===== src/verilog/slmc_regs.svh =====
// register indices, field positions, reset values and bus widths of the shared link controls
`ifndef SLMC_REGS_SVH
`define SLMC_REGS_SVH

`define SLMC_APB_AW            10
`define SLMC_APB_DW            32

`define SLMC_IDX_ENC_CTL       8'hBA
`define SLMC_IDX_RSV_BB        8'hBB
`define SLMC_IDX_FV_HOLD       8'hBC
`define SLMC_IDX_RSV_BD        8'hBD
`define SLMC_IDX_PD_DIS        8'hBE
`define SLMC_IDX_RSV_BF        8'hBF
`define SLMC_IDX_RSV_LO        8'hC0
`define SLMC_IDX_RSV_HI        8'hCF
`define SLMC_IDX_LINK_INFO     8'hF0
`define SLMC_IDX_STATUS        8'hF1

`define SLMC_ENC_CRC_DIS_BIT   7
`define SLMC_ST_FV_BIT         0
`define SLMC_ST_CRC_EN_BIT     1
`define SLMC_ST_DROP_BIT       2

`define SLMC_ENC_CRC_DIS_RST   1'b0
`define SLMC_ENC_CTL_LOW_VAL   7'h03
`define SLMC_RSV_BB_VAL        8'h74
`define SLMC_RSV_ZERO_VAL      8'h00
`define SLMC_FV_HOLD_RST       8'h80
`define SLMC_PD_DIS_RST        8'h00
`define SLMC_LINK_INFO_RST     8'h00

`endif


===== src/verilog/slmc_pkg.sv =====
// types shared by the shared link controls block
`default_nettype none
package slmc_pkg;

  typedef enum logic [2:0] {
    SLMC_FV_IDLE  = 3'b001,
    SLMC_FV_COUNT = 3'b010,
    SLMC_FV_SENT  = 3'b100
  } slmc_fv_state_t;

  typedef struct packed {
    logic        psel;
    logic        penable;
    logic        pwrite;
    logic [9:0]  paddr;
    logic [31:0] pwdata;
    logic [3:0]  pstrb;
  } slmc_apb_req_t;

  typedef struct packed {
    logic        pready;
    logic        pslverr;
    logic [31:0] prdata;
  } slmc_apb_rsp_t;

  typedef struct packed {
    logic       valid;
    logic       crc_ok;
    logic [7:0] info;
  } slmc_pkt_t;

endpackage
`default_nettype wire


===== src/verilog/slmc_fv_hold.sv =====
// frame-start generator: waits for frame-active to stay high for the programmed count
`timescale 1ns/1ps
`default_nettype none
module slmc_fv_hold #(
  parameter int CW = 8
) (
  input  wire logic          mclk,
  input  wire logic          rstn,
  input  wire logic          fv_level,
  input  wire logic          raw_mode,
  input  wire logic [CW-1:0] hold_cycles,
  output var  logic          frame_start
);
  import slmc_pkg::*;

  typedef struct packed {
    slmc_fv_state_t st;
    logic [CW-1:0]  cnt;
    logic           pulse;
  } slmc_fvh_t;

  localparam slmc_fvh_t RST = '{st: SLMC_FV_IDLE, cnt: '0, pulse: 1'b0};

  slmc_fvh_t q;
  slmc_fvh_t d;

  always_comb begin
    d       = q;
    d.pulse = 1'b0;
    unique case (q.st)
      SLMC_FV_IDLE: begin
        d.cnt = '0;
        if (raw_mode && fv_level) begin
          if (hold_cycles == '0) begin
            d.pulse = 1'b1;
            d.st    = SLMC_FV_SENT;
          end else begin
            d.cnt = CW'(1);
            d.st  = SLMC_FV_COUNT;
          end
        end
      end
      SLMC_FV_COUNT: begin
        if (!fv_level || !raw_mode) begin
          d.cnt = '0;
          d.st  = SLMC_FV_IDLE;
        end else if (q.cnt >= hold_cycles) begin
          d.pulse = 1'b1;
          d.st    = SLMC_FV_SENT;
        end else begin
          d.cnt = q.cnt + CW'(1);
        end
      end
      SLMC_FV_SENT: begin
        // one frame start per frame-active assertion
        if (!fv_level) begin
          d.cnt = '0;
          d.st  = SLMC_FV_IDLE;
        end
      end
    endcase
  end

  always_ff @(posedge mclk) begin
    if (!rstn) begin
      q <= RST;
    end else begin
      q <= d;
    end
  end

  assign frame_start = q.pulse;

endmodule
`default_nettype wire


===== src/verilog/slmc_top.sv =====
// shared link controls: encoder crc select, frame-active hold, pin pull-down disables, apb slave
//
// Overview of operation
// - bit 7 of link_encoder_control: 0 checks encoder crc, 1 skips it.
// - raw mode frame start waits until frame-active held the programmed count; resets 0x80.
// - a pin's pull-down is on while not in output mode, unless disabled.
// - disable bit 1 keeps pull-down off even for input-only pins; 0 leaves automatic.
// - one disable bit per pin, bit n for pin n, all reset to 0.
// - reserved range 0xC0 to 0xCF reads 0x00, has no function.
//
// Design decision made here: the APB slave port.
`timescale 1ns/1ps
`default_nettype none
`include "slmc_regs.svh"
module slmc_top #(
  parameter int NPIN = 8
) (
  input  wire logic                  mclk,
  input  wire logic                  rstn,
  input  wire slmc_pkg::slmc_apb_req_t apb_req,
  output var  slmc_pkg::slmc_apb_rsp_t apb_rsp,
  input  wire logic                  frame_active_input,
  input  wire logic                  raw_mode,
  input  wire slmc_pkg::slmc_pkt_t   link_pkt,
  input  wire logic [NPIN-1:0]       pin_output_mode,
  output var  logic [NPIN-1:0]       pulldown_en,
  output var  logic                  crc_check_en,
  output var  logic [7:0]            link_info,
  output var  logic                  frame_start
);
  import slmc_pkg::*;

  typedef struct packed {
    logic            fv_s1;
    logic            fv_s2;
    logic            fv_s3;
    logic            fv_level;
    logic            enc_crc_dis;
    logic [7:0]      fv_hold;
    logic [NPIN-1:0] pd_dis;
    logic [7:0]      info;
    logic            drop_seen;
    logic            crc_en;
    logic [NPIN-1:0] pd_en;
    slmc_apb_rsp_t   rsp;
  } slmc_state_t;

  localparam slmc_state_t RST = '{
    fv_s1:       1'b0,
    fv_s2:       1'b0,
    fv_s3:       1'b0,
    fv_level:    1'b0,
    enc_crc_dis: `SLMC_ENC_CRC_DIS_RST,
    fv_hold:     `SLMC_FV_HOLD_RST,
    pd_dis:      NPIN'(`SLMC_PD_DIS_RST),
    info:        `SLMC_LINK_INFO_RST,
    drop_seen:   1'b0,
    crc_en:      1'b1,
    pd_en:       '1,
    rsp:         '{pready: 1'b0, pslverr: 1'b0, prdata: 32'h0000_0000}
  };

  slmc_state_t q;
  slmc_state_t d;

  // register index of a byte address, valid only when word aligned and in range
  function automatic logic [7:0] reg_index(input logic [9:0] addr);
    reg_index = addr[9:2];
  endfunction

  function automatic logic reg_mapped(input logic [9:0] addr);
    logic [7:0] idx;
    idx = reg_index(addr);
    reg_mapped = 1'b0;
    if (addr[1:0] == 2'b00) begin
      if ((idx >= `SLMC_IDX_ENC_CTL) && (idx <= `SLMC_IDX_RSV_HI)) begin
        reg_mapped = 1'b1;
      end
      if ((idx == `SLMC_IDX_LINK_INFO) || (idx == `SLMC_IDX_STATUS)) begin
        reg_mapped = 1'b1;
      end
    end
  endfunction

  function automatic logic [7:0] reg_read(input logic [7:0] idx, input slmc_state_t s);
    reg_read = `SLMC_RSV_ZERO_VAL;
    if (idx == `SLMC_IDX_ENC_CTL) begin
      reg_read = {s.enc_crc_dis, `SLMC_ENC_CTL_LOW_VAL};
    end else if (idx == `SLMC_IDX_RSV_BB) begin
      reg_read = `SLMC_RSV_BB_VAL;
    end else if (idx == `SLMC_IDX_FV_HOLD) begin
      reg_read = s.fv_hold;
    end else if (idx == `SLMC_IDX_PD_DIS) begin
      reg_read = 8'(s.pd_dis);
    end else if (idx == `SLMC_IDX_LINK_INFO) begin
      reg_read = s.info;
    end else if (idx == `SLMC_IDX_STATUS) begin
      reg_read[`SLMC_ST_FV_BIT]     = s.fv_level;
      reg_read[`SLMC_ST_CRC_EN_BIT] = s.crc_en;
      reg_read[`SLMC_ST_DROP_BIT]   = s.drop_seen;
    end else begin
      reg_read = `SLMC_RSV_ZERO_VAL;
    end
  endfunction

  logic       acc_start;
  logic       acc_done;
  logic       wr_done;
  logic [7:0] acc_idx;
  logic [7:0] wbyte;

  assign acc_start = apb_req.psel && apb_req.penable && !q.rsp.pready;
  assign acc_done  = apb_req.psel && apb_req.penable && q.rsp.pready;
  assign wr_done   = acc_done && apb_req.pwrite && !q.rsp.pslverr && apb_req.pstrb[0];
  assign acc_idx   = reg_index(apb_req.paddr);
  assign wbyte     = apb_req.pwdata[7:0];

  always_comb begin
    d = q;

    // pin input: three stages, level changes once stages two and three agree
    d.fv_s1 = frame_active_input;
    d.fv_s2 = q.fv_s1;
    d.fv_s3 = q.fv_s2;
    if (q.fv_s2 == q.fv_s3) begin
      d.fv_level = q.fv_s3;
    end

    // apb: answer one cycle into the access phase, commit at the completing edge
    d.rsp.pready  = 1'b0;
    d.rsp.pslverr = 1'b0;
    d.rsp.prdata  = 32'h0000_0000;
    if (acc_start) begin
      d.rsp.pready  = 1'b1;
      d.rsp.pslverr = !reg_mapped(apb_req.paddr);
      if (!apb_req.pwrite && reg_mapped(apb_req.paddr)) begin
        d.rsp.prdata = {24'h00_0000, reg_read(acc_idx, q)};
      end
    end

    if (wr_done) begin
      if (acc_idx == `SLMC_IDX_ENC_CTL) begin
        d.enc_crc_dis = wbyte[`SLMC_ENC_CRC_DIS_BIT];
      end
      if (acc_idx == `SLMC_IDX_FV_HOLD) begin
        d.fv_hold = wbyte;
      end
      if (acc_idx == `SLMC_IDX_PD_DIS) begin
        d.pd_dis = wbyte[NPIN-1:0];
      end
      if ((acc_idx == `SLMC_IDX_STATUS) && wbyte[`SLMC_ST_DROP_BIT]) begin
        d.drop_seen = 1'b0;
      end
    end

    d.crc_en = !q.enc_crc_dis;

    // link information update; a set of the drop flag wins over its clear
    if (link_pkt.valid) begin
      // gate on the registered enable so the output and the stored value always agree
      if (link_pkt.crc_ok || !q.crc_en) begin
        d.info = link_pkt.info;
      end else begin
        d.drop_seen = 1'b1;
      end
    end

    d.pd_en = ~pin_output_mode & ~q.pd_dis;
  end

  always_ff @(posedge mclk) begin
    if (!rstn) begin
      q <= RST;
    end else begin
      q <= d;
    end
  end

  slmc_fv_hold #(
    .CW (8)
  ) u_fv_hold (
    .mclk        (mclk),
    .rstn        (rstn),
    .fv_level    (q.fv_level),
    .raw_mode    (raw_mode),
    .hold_cycles (q.fv_hold),
    .frame_start (frame_start)
  );

  assign apb_rsp      = q.rsp;
  assign pulldown_en  = q.pd_en;
  assign crc_check_en = q.crc_en;
  assign link_info    = q.info;

endmodule
`default_nettype wire


===== config.mk =====
export PLATFORM = sky130hd
export DESIGN_NAME = slmc_top
export DESIGN_NICKNAME = d
export VERILOG_FILES = /design/src/verilog/slmc_pkg.sv /design/src/verilog/slmc_fv_hold.sv /design/src/verilog/slmc_top.sv
export VERILOG_INCLUDE_DIRS = /design/src /design/src/verilog
export SDC_FILE = /design/constraint.sdc
export NUM_CORES = 1
export LEC_CHECK = 0
export BUFFER_PORTS_ARGS = -buffer_cell sky130_fd_sc_hd__buf_2
export CAP_MARGIN = 5
export CELL_PAD_IN_SITES_DETAIL_PLACEMENT = 1
export CELL_PAD_IN_SITES_GLOBAL_PLACEMENT = 2
export CORE_MARGIN = 5
export CORE_UTILIZATION = 29
export CTS_CLUSTER_DIAMETER = 150
export CTS_CLUSTER_SIZE = 12
export DETAILED_ROUTE_END_ITERATION = 10
export HOLD_SLACK_MARGIN = 0.15
export PLACE_DENSITY = 0.93
export SYNTH_ARGS = -nofsm -noshare
export SYNTH_HDL_FRONTEND = slang
export SYNTH_SLANG_ARGS = --single-unit

===== constraint.sdc =====
create_clock -name mclk -period 5.8 [get_ports mclk]
set_input_delay 0 -clock mclk [delete_from_list [all_inputs] [get_ports mclk]]
set_output_delay 0 -clock mclk [all_outputs]
set_load 0.01 [all_outputs]

Word level (Yosys, flattened, before mapping). Cells that the tools add are included. Widths: inputs -> output; s select.

Div/mod/pow operators: 0. Add/subtract/negate cells: 1. Equality and inequality tests: 14. $lt $le $gt $ge: 3. Multiplexer cells: 28. Shift-type cells: 0. Reduce and logical (&&, ||, !) cells: 33. Bitwise gates (word level): 6. $mul: 0.

Operators with widths (count): $mux 8 (7); $eq 8x8->1 const B (6); $mux 34 (1); $pmux 11 s3 (1); $mux 11 (2); $not 8->8 (2); $mux 1 (12); $mux 12 (1); $reduce_and 2->1 (6); $logic_and 1x1->1 (10); $mux 3 (3); $add 8x1->8 const B (1); $and 8x8->8 (1); $ge 8x8->1 (1); $ge 8x8->1 const B (1); $le 8x8->1 const B (1); $logic_not 1->1 (8); $logic_not 8->1 (1); $reduce_and 3->1 (2); $reduce_or 5->1 (1); $reduce_or 4->1 (1); $eq 3x1->1 const B (1); $eq 3x2->1 const B (1); $eq 3x3->1 const B (1); 9 further kinds (13).

Word-level logic and storage cells: 105. ROM bits: 0. Bits in latches: 0. Memory bits (writable): 0. Memories: 0. Flip-flop bits (word level): 85.

Depth between registers and ports, before layout.
Depth after elaboration: 9. Depth in mapped cells: 7.

Hierarchy. From an unflattened synthesis, not the netlist that was laid out.

Cell total of the unflattened synthesis: 366. Area, all modules: 3306.9 um2.

Modules (own cells, without submodules): slmc_top (cells each 265, times used 1, area an instance 2453.6 um2); slmc_fv_hold (cells each 101, times used 1, area an instance 853.3 um2).

Worst setup path after synthesis. No wires, ideal clock.

Path type: flip-flop to flip-flop. From: reg u_fv_hold.q[1] (netlist bit). To: reg u_fv_hold.q[1] (netlist bit). Cell stages (with the launch flop): 8. Arrival time: 1891 ps. Path buffers: 0. Setup slack: 3838 ps. Setup time: 72 ps. Data required time: 5728 ps. Cells stage by stage: dfxtp_1 inv_1 ha_1 nand2b_1 a2111oi_2 o21ai_1 a21boi_1 mux2i_1.

Longest elaborated chain between the ends: 4.

Ends and longest elaborated chain: start: declaration (RTL line slmc_fv_hold.sv:24) `slmc_fvh_t q;`; start signal: assignment (RTL line slmc_fv_hold.sv:66) `q <= RST;`; start signal: assignment (RTL line slmc_fv_hold.sv:68) `q <= d;`; $add 8x1->8 (RTL line slmc_fv_hold.sv:51) `d.cnt = q.cnt + CW'(1);`; $mux 8 (RTL line slmc_fv_hold.sv:47) `end else if (q.cnt >= hold_cycles) begin`; $mux 11 (RTL line slmc_fv_hold.sv:44) `if (!fv_level || !raw_mode) begin`; $pmux 11 s3 (RTL line slmc_fv_hold.sv:30) `unique case (q.st)`.

Several ways; a longest one is shown, not always the timed one. The select of a mux whose other input is x is not followed. A chain may end at the register's enable or synchronous reset.

Worst setup path in the final report.
From: in rstn. To: reg q (netlist bit apb_rsp[0]).

Longest elaborated chain between the ends: 1.

Ends and longest elaborated chain: start: declaration (RTL line slmc_top.sv:19) `input wire logic rstn,`; $reduce_and 3->1 (no source line); end signal: assignment (RTL line slmc_top.sv:173) `q <= RST;`; end signal: assignment (RTL line slmc_top.sv:175) `q <= d;`; end: declaration (RTL line slmc_top.sv:63) `slmc_state_t q;`.

No other way between the ends.

==> impl_metrics.py <==
metrics = {
    "outcome": {
        "outcome": "completed",
    },
    "setup_path": {
        "crit_required_ns": 6.08,
        "start_kind": "input port",
        "worstPathArrival_ns": 2.80,
        "critPathKind": "input port to register",
        "end_kind": "register",
        "cp_max_fo": 32,
    },
    "finish": {
        "antennaDiodeCount": 0,
        "final-seq-area_sq_um": 1220,
        "multi_input_area_sq_um": 1520,
        "n_fill_cell": 1305,
        "utilization": 0.370,
        "nets": 542,
        "final_layout_size_suffix_gt1_frac": 0.203,
        "area_growth_pct": 26.7,
    },
    "synthesis": {
        "synth_cell_types": 48,
        "synth-async-reset-ratio": 0,
        "ys_ff_latch": 61,
        "syn_avg_cell_area_sq_um": 8.37,
        "synth.area.top_cells": "dfxtp_1, buf_4, nand2_1, a21oi_1, mux2i_1",
        "netlist_area_sq_um": 3140,
        "synthCells": 375,
        "synth-edff-count": 0,
        "synth.yosys.seq_area_share": 0.389,
        "yosys_warnings": 0,
        "synth_largest_area_cell": "dfxtp_1",
        "synth_flop_cell": "dfxtp_1",
        "yosysTopAreaCellShare": 0.389,
    },
    "sta": {
        "final_hold_viol_count": 0,
        "clock_skew_ns": 0.0103,
        "slew_headroom": 0.266,
        "totalNegativeSetupSlack_ns": 0,
        "rsz0062_at_grt": "no",
        "fin_crit_ns": 2.52,
        "tightestPinTransition_ns": 1.09,
        "slew_viol_final": 0,
        "final.period_utilization": 0.434,
        "setup_ws_ns": 3.28,
        "clock.fmax_ghz": 0.397,
        "setup_viol": 0,
    },
    "routing": {
        "dr.pass1.iters": 4,
        "drc_errors": 0,
        "wire_per_inst_um": 15.6,
        "routed_wl_mm": 9.49,
        "initialDrtViolationCount": 126,
        "via_count": 2882,
        "antenna_left": 0,
        "via_per_inst": 4.75,
    },
    "clock_tree": {
        "worstSkewPairLatency_ns": 0.34,
        "clk_pin_slew_ns": 0.08,
        "cts_buffers": 9,
        "cts_max_path_buffers": 2,
        "htreeDepth": 3,
        "postCtsSetupBuffers": 0,
        "root_buffer": "clkbuf_8",
        "cts_tree": "yes",
        "cts_resized": 0,
        "cts_sinks": 61,
    },
    "floorplanning": {
        "chipWidth_um": 114,
        "initial_utilization": 0.292,
        "fp.dieH_um": 114,
        "dieArea_sq_um": 13000,
        "rows": 38,
        "ios": 123,
        "core_area_sq_um": 10700,
    },
    "run": {
        "cap_violations": 0,
    },
    "power_and_ir_drop": {
        "p_sw_mw": 0.237,
        "switching_share": 0.262,
        "power_density_nw_per_um2": 227,
        "pwr-share-clk": 0.429,
        "leakage_nw": 1.64,
        "power_frac_seq": 0.476,
        "max-vdd-ir-drop_uv": 92.3,
        "p_int_mw": 0.668,
        "comb_power_share": 0.095,
    },
    "placement": {
        "place_ws_ns": 3.41,
        "portBuffers": 71,
        "hpwl_mm": 6.53,
        "gp_congestion": 0.842,
    },
    "grt": {
        "antenna_found_initial": 0,
        "track_usage": 0.149,
        "grt_pass1_vias": 3124,
        "grt_pass1_wl_mm": 15.5,
        "overflow": 0,
        "grt_max_degree": 33,
    },
    "worst_hold_path": {
        "min-delay-path-class": "input port to register",
    },
}
==> cell type report <==
| type | count | share of cell area |
|---|---|---|
| Clock inverter | 7 | 0.0189 |
| Sequential cell | 61 | 0.307 |
| Inverter | 13 | 0.0123 |
| Clock buffer | 9 | 0.0311 |
| Timing Repair Buffer | 117 | 0.204 |
| Tap cell | 140 | 0.0440 |
| Multi-Input combinational cell | 260 | 0.383 |
==> worst max-delay path, stage by stage <==
cell and delay, ns:
dlygate4sd3_1 0.52, buf_2 0.48, nand4b_1 0.23, or2_2 0.32, a2111o_1 0.47, dlygate4sd3_1 0.62
a31oi_1 0.14
==> final timing paths <==
kind / slack (ns) / endpoint / cells after the start / from
max: 3.28 / apb_rsp[0]$_SDFF_PN0_ / 7 / rstn
min reg2reg: 0.43 / crc_check_en$_SDFF_PN1_ / 1 / q[68]$_SDFFE_PN0P_
max reg2reg: 3.38 / u_fv_hold.q[1]$_SDFFE_PN0P_ / 7 / u_fv_hold.q[1]$_SDFFE_PN0P_
min: 0.16 / apb_rsp[7]$_SDFF_PN0_ / 4 / apb_req[46]
==> metrics by stage <==
step	total power, mW	cells	instance area [sq um]	hold slack (ns)
after floorplan	0.491	398	3230	0.100
after global placement	0.501	547	3340	0.184
after detailed placement	0.503	547	3340	0.193
after CTS	0.912	607	3980	0.153
after global routing	0.940	607	3980	0.159
final	0.905	607	3980	0.165
==> cell usage after synthesis, types with 9 or more instances <==
cell       n
a21oi_1   33
buf_4     50
clkbuf_1  10
dfxtp_1   61
ha_1       9
inv_1     13
mux2i_1   13
nand2_1   49
nand3_1   21
nor2_1    21
o21ai_0   18
==> cells by family (layout without fill, tap and decap cells) <==
| group | count (synthesis) | in the layout | synth area share |
|---|---|---|---|
| other | 1 | 24 | 0.00119 |
| and+or+nand+nor | 130 | 130 | 0.218 |
| buffers and inverters | 77 | 146 | 0.153 |
| adders and majority gates | 9 | 9 | 0.0359 |
| xor gates and xnor gates | 1 | 1 | 0.00279 |
| AOI/OAI and AO/OA | 83 | 83 | 0.158 |
| muxes | 13 | 13 | 0.0414 |
| DFF | 61 | 61 | 0.389 |
==> power groups by stage <==
stage	clock network [mW]	logic (mW)	registers, mW
floorplan	0	0.0520	0.439
global placement	0	0.0604	0.440
detailed placement	0	0.0622	0.441
CTS	0.396	0.0846	0.431
global route	0.414	0.0947	0.432
finish	0.388	0.0858	0.431
==> sequential cells by signal, summed over array words and instances, names as in the netlist <==
name                   count
q                         20
crc_check_en               1
u_fv_hold.frame_start      1
apb_rsp                   10
pulldown_en                8
link_info                  8
d                          2
u_fv_hold.q               11
==> what timing repair did <==
item,4_1_cts,5_1_grt
hold buffers,44,0
hold endpoints to repair,45,0
setup endpoints to repair,0,0
==> metal layers <==
| metal | track usage | vias to the layer above | part of all wire |
|---|---|---|---|
| met1 | 0.174 | 1374 | 0.42 |
| met2 | 0.272 | 91 | 0.51 |
| met4 | 0.0428 | 0 | 0.0066 |
| li1 | - | 1411 | - |
| met3 | 0.0334 | 6 | 0.068 |
| met5 | 0 | - | 0 |
==> cells in the final DEF, fill, tap and decap left out, types with 2 or more instances in the layout <==
cell           count
nor2_1            21
ha_1               9
or4_1              2
nand2_1           49
buf_2             71
o21ai_1            2
clkbuf_8           9
a31oi_1            6
nor4_1             2
dlygate4sd3_1     44
mux2i_1           13
a22oi_1            3
nand4bb_1          2
nand3_1           21
and2_1             4
or3_1              2
nand3b_1           6
dfxtp_1           61
a21oi_1           33
buf_4              2
o21a_1             2
clkinvlp_4         3
nand4b_1           3
nand4_1            2
o211ai_1           2
o21ai_0           18
o22ai_1            6
nand2b_1           3
and3_1             6
inv_1             13
conb_1            24
No activity file was read; power rests on OpenSTA's default activity.
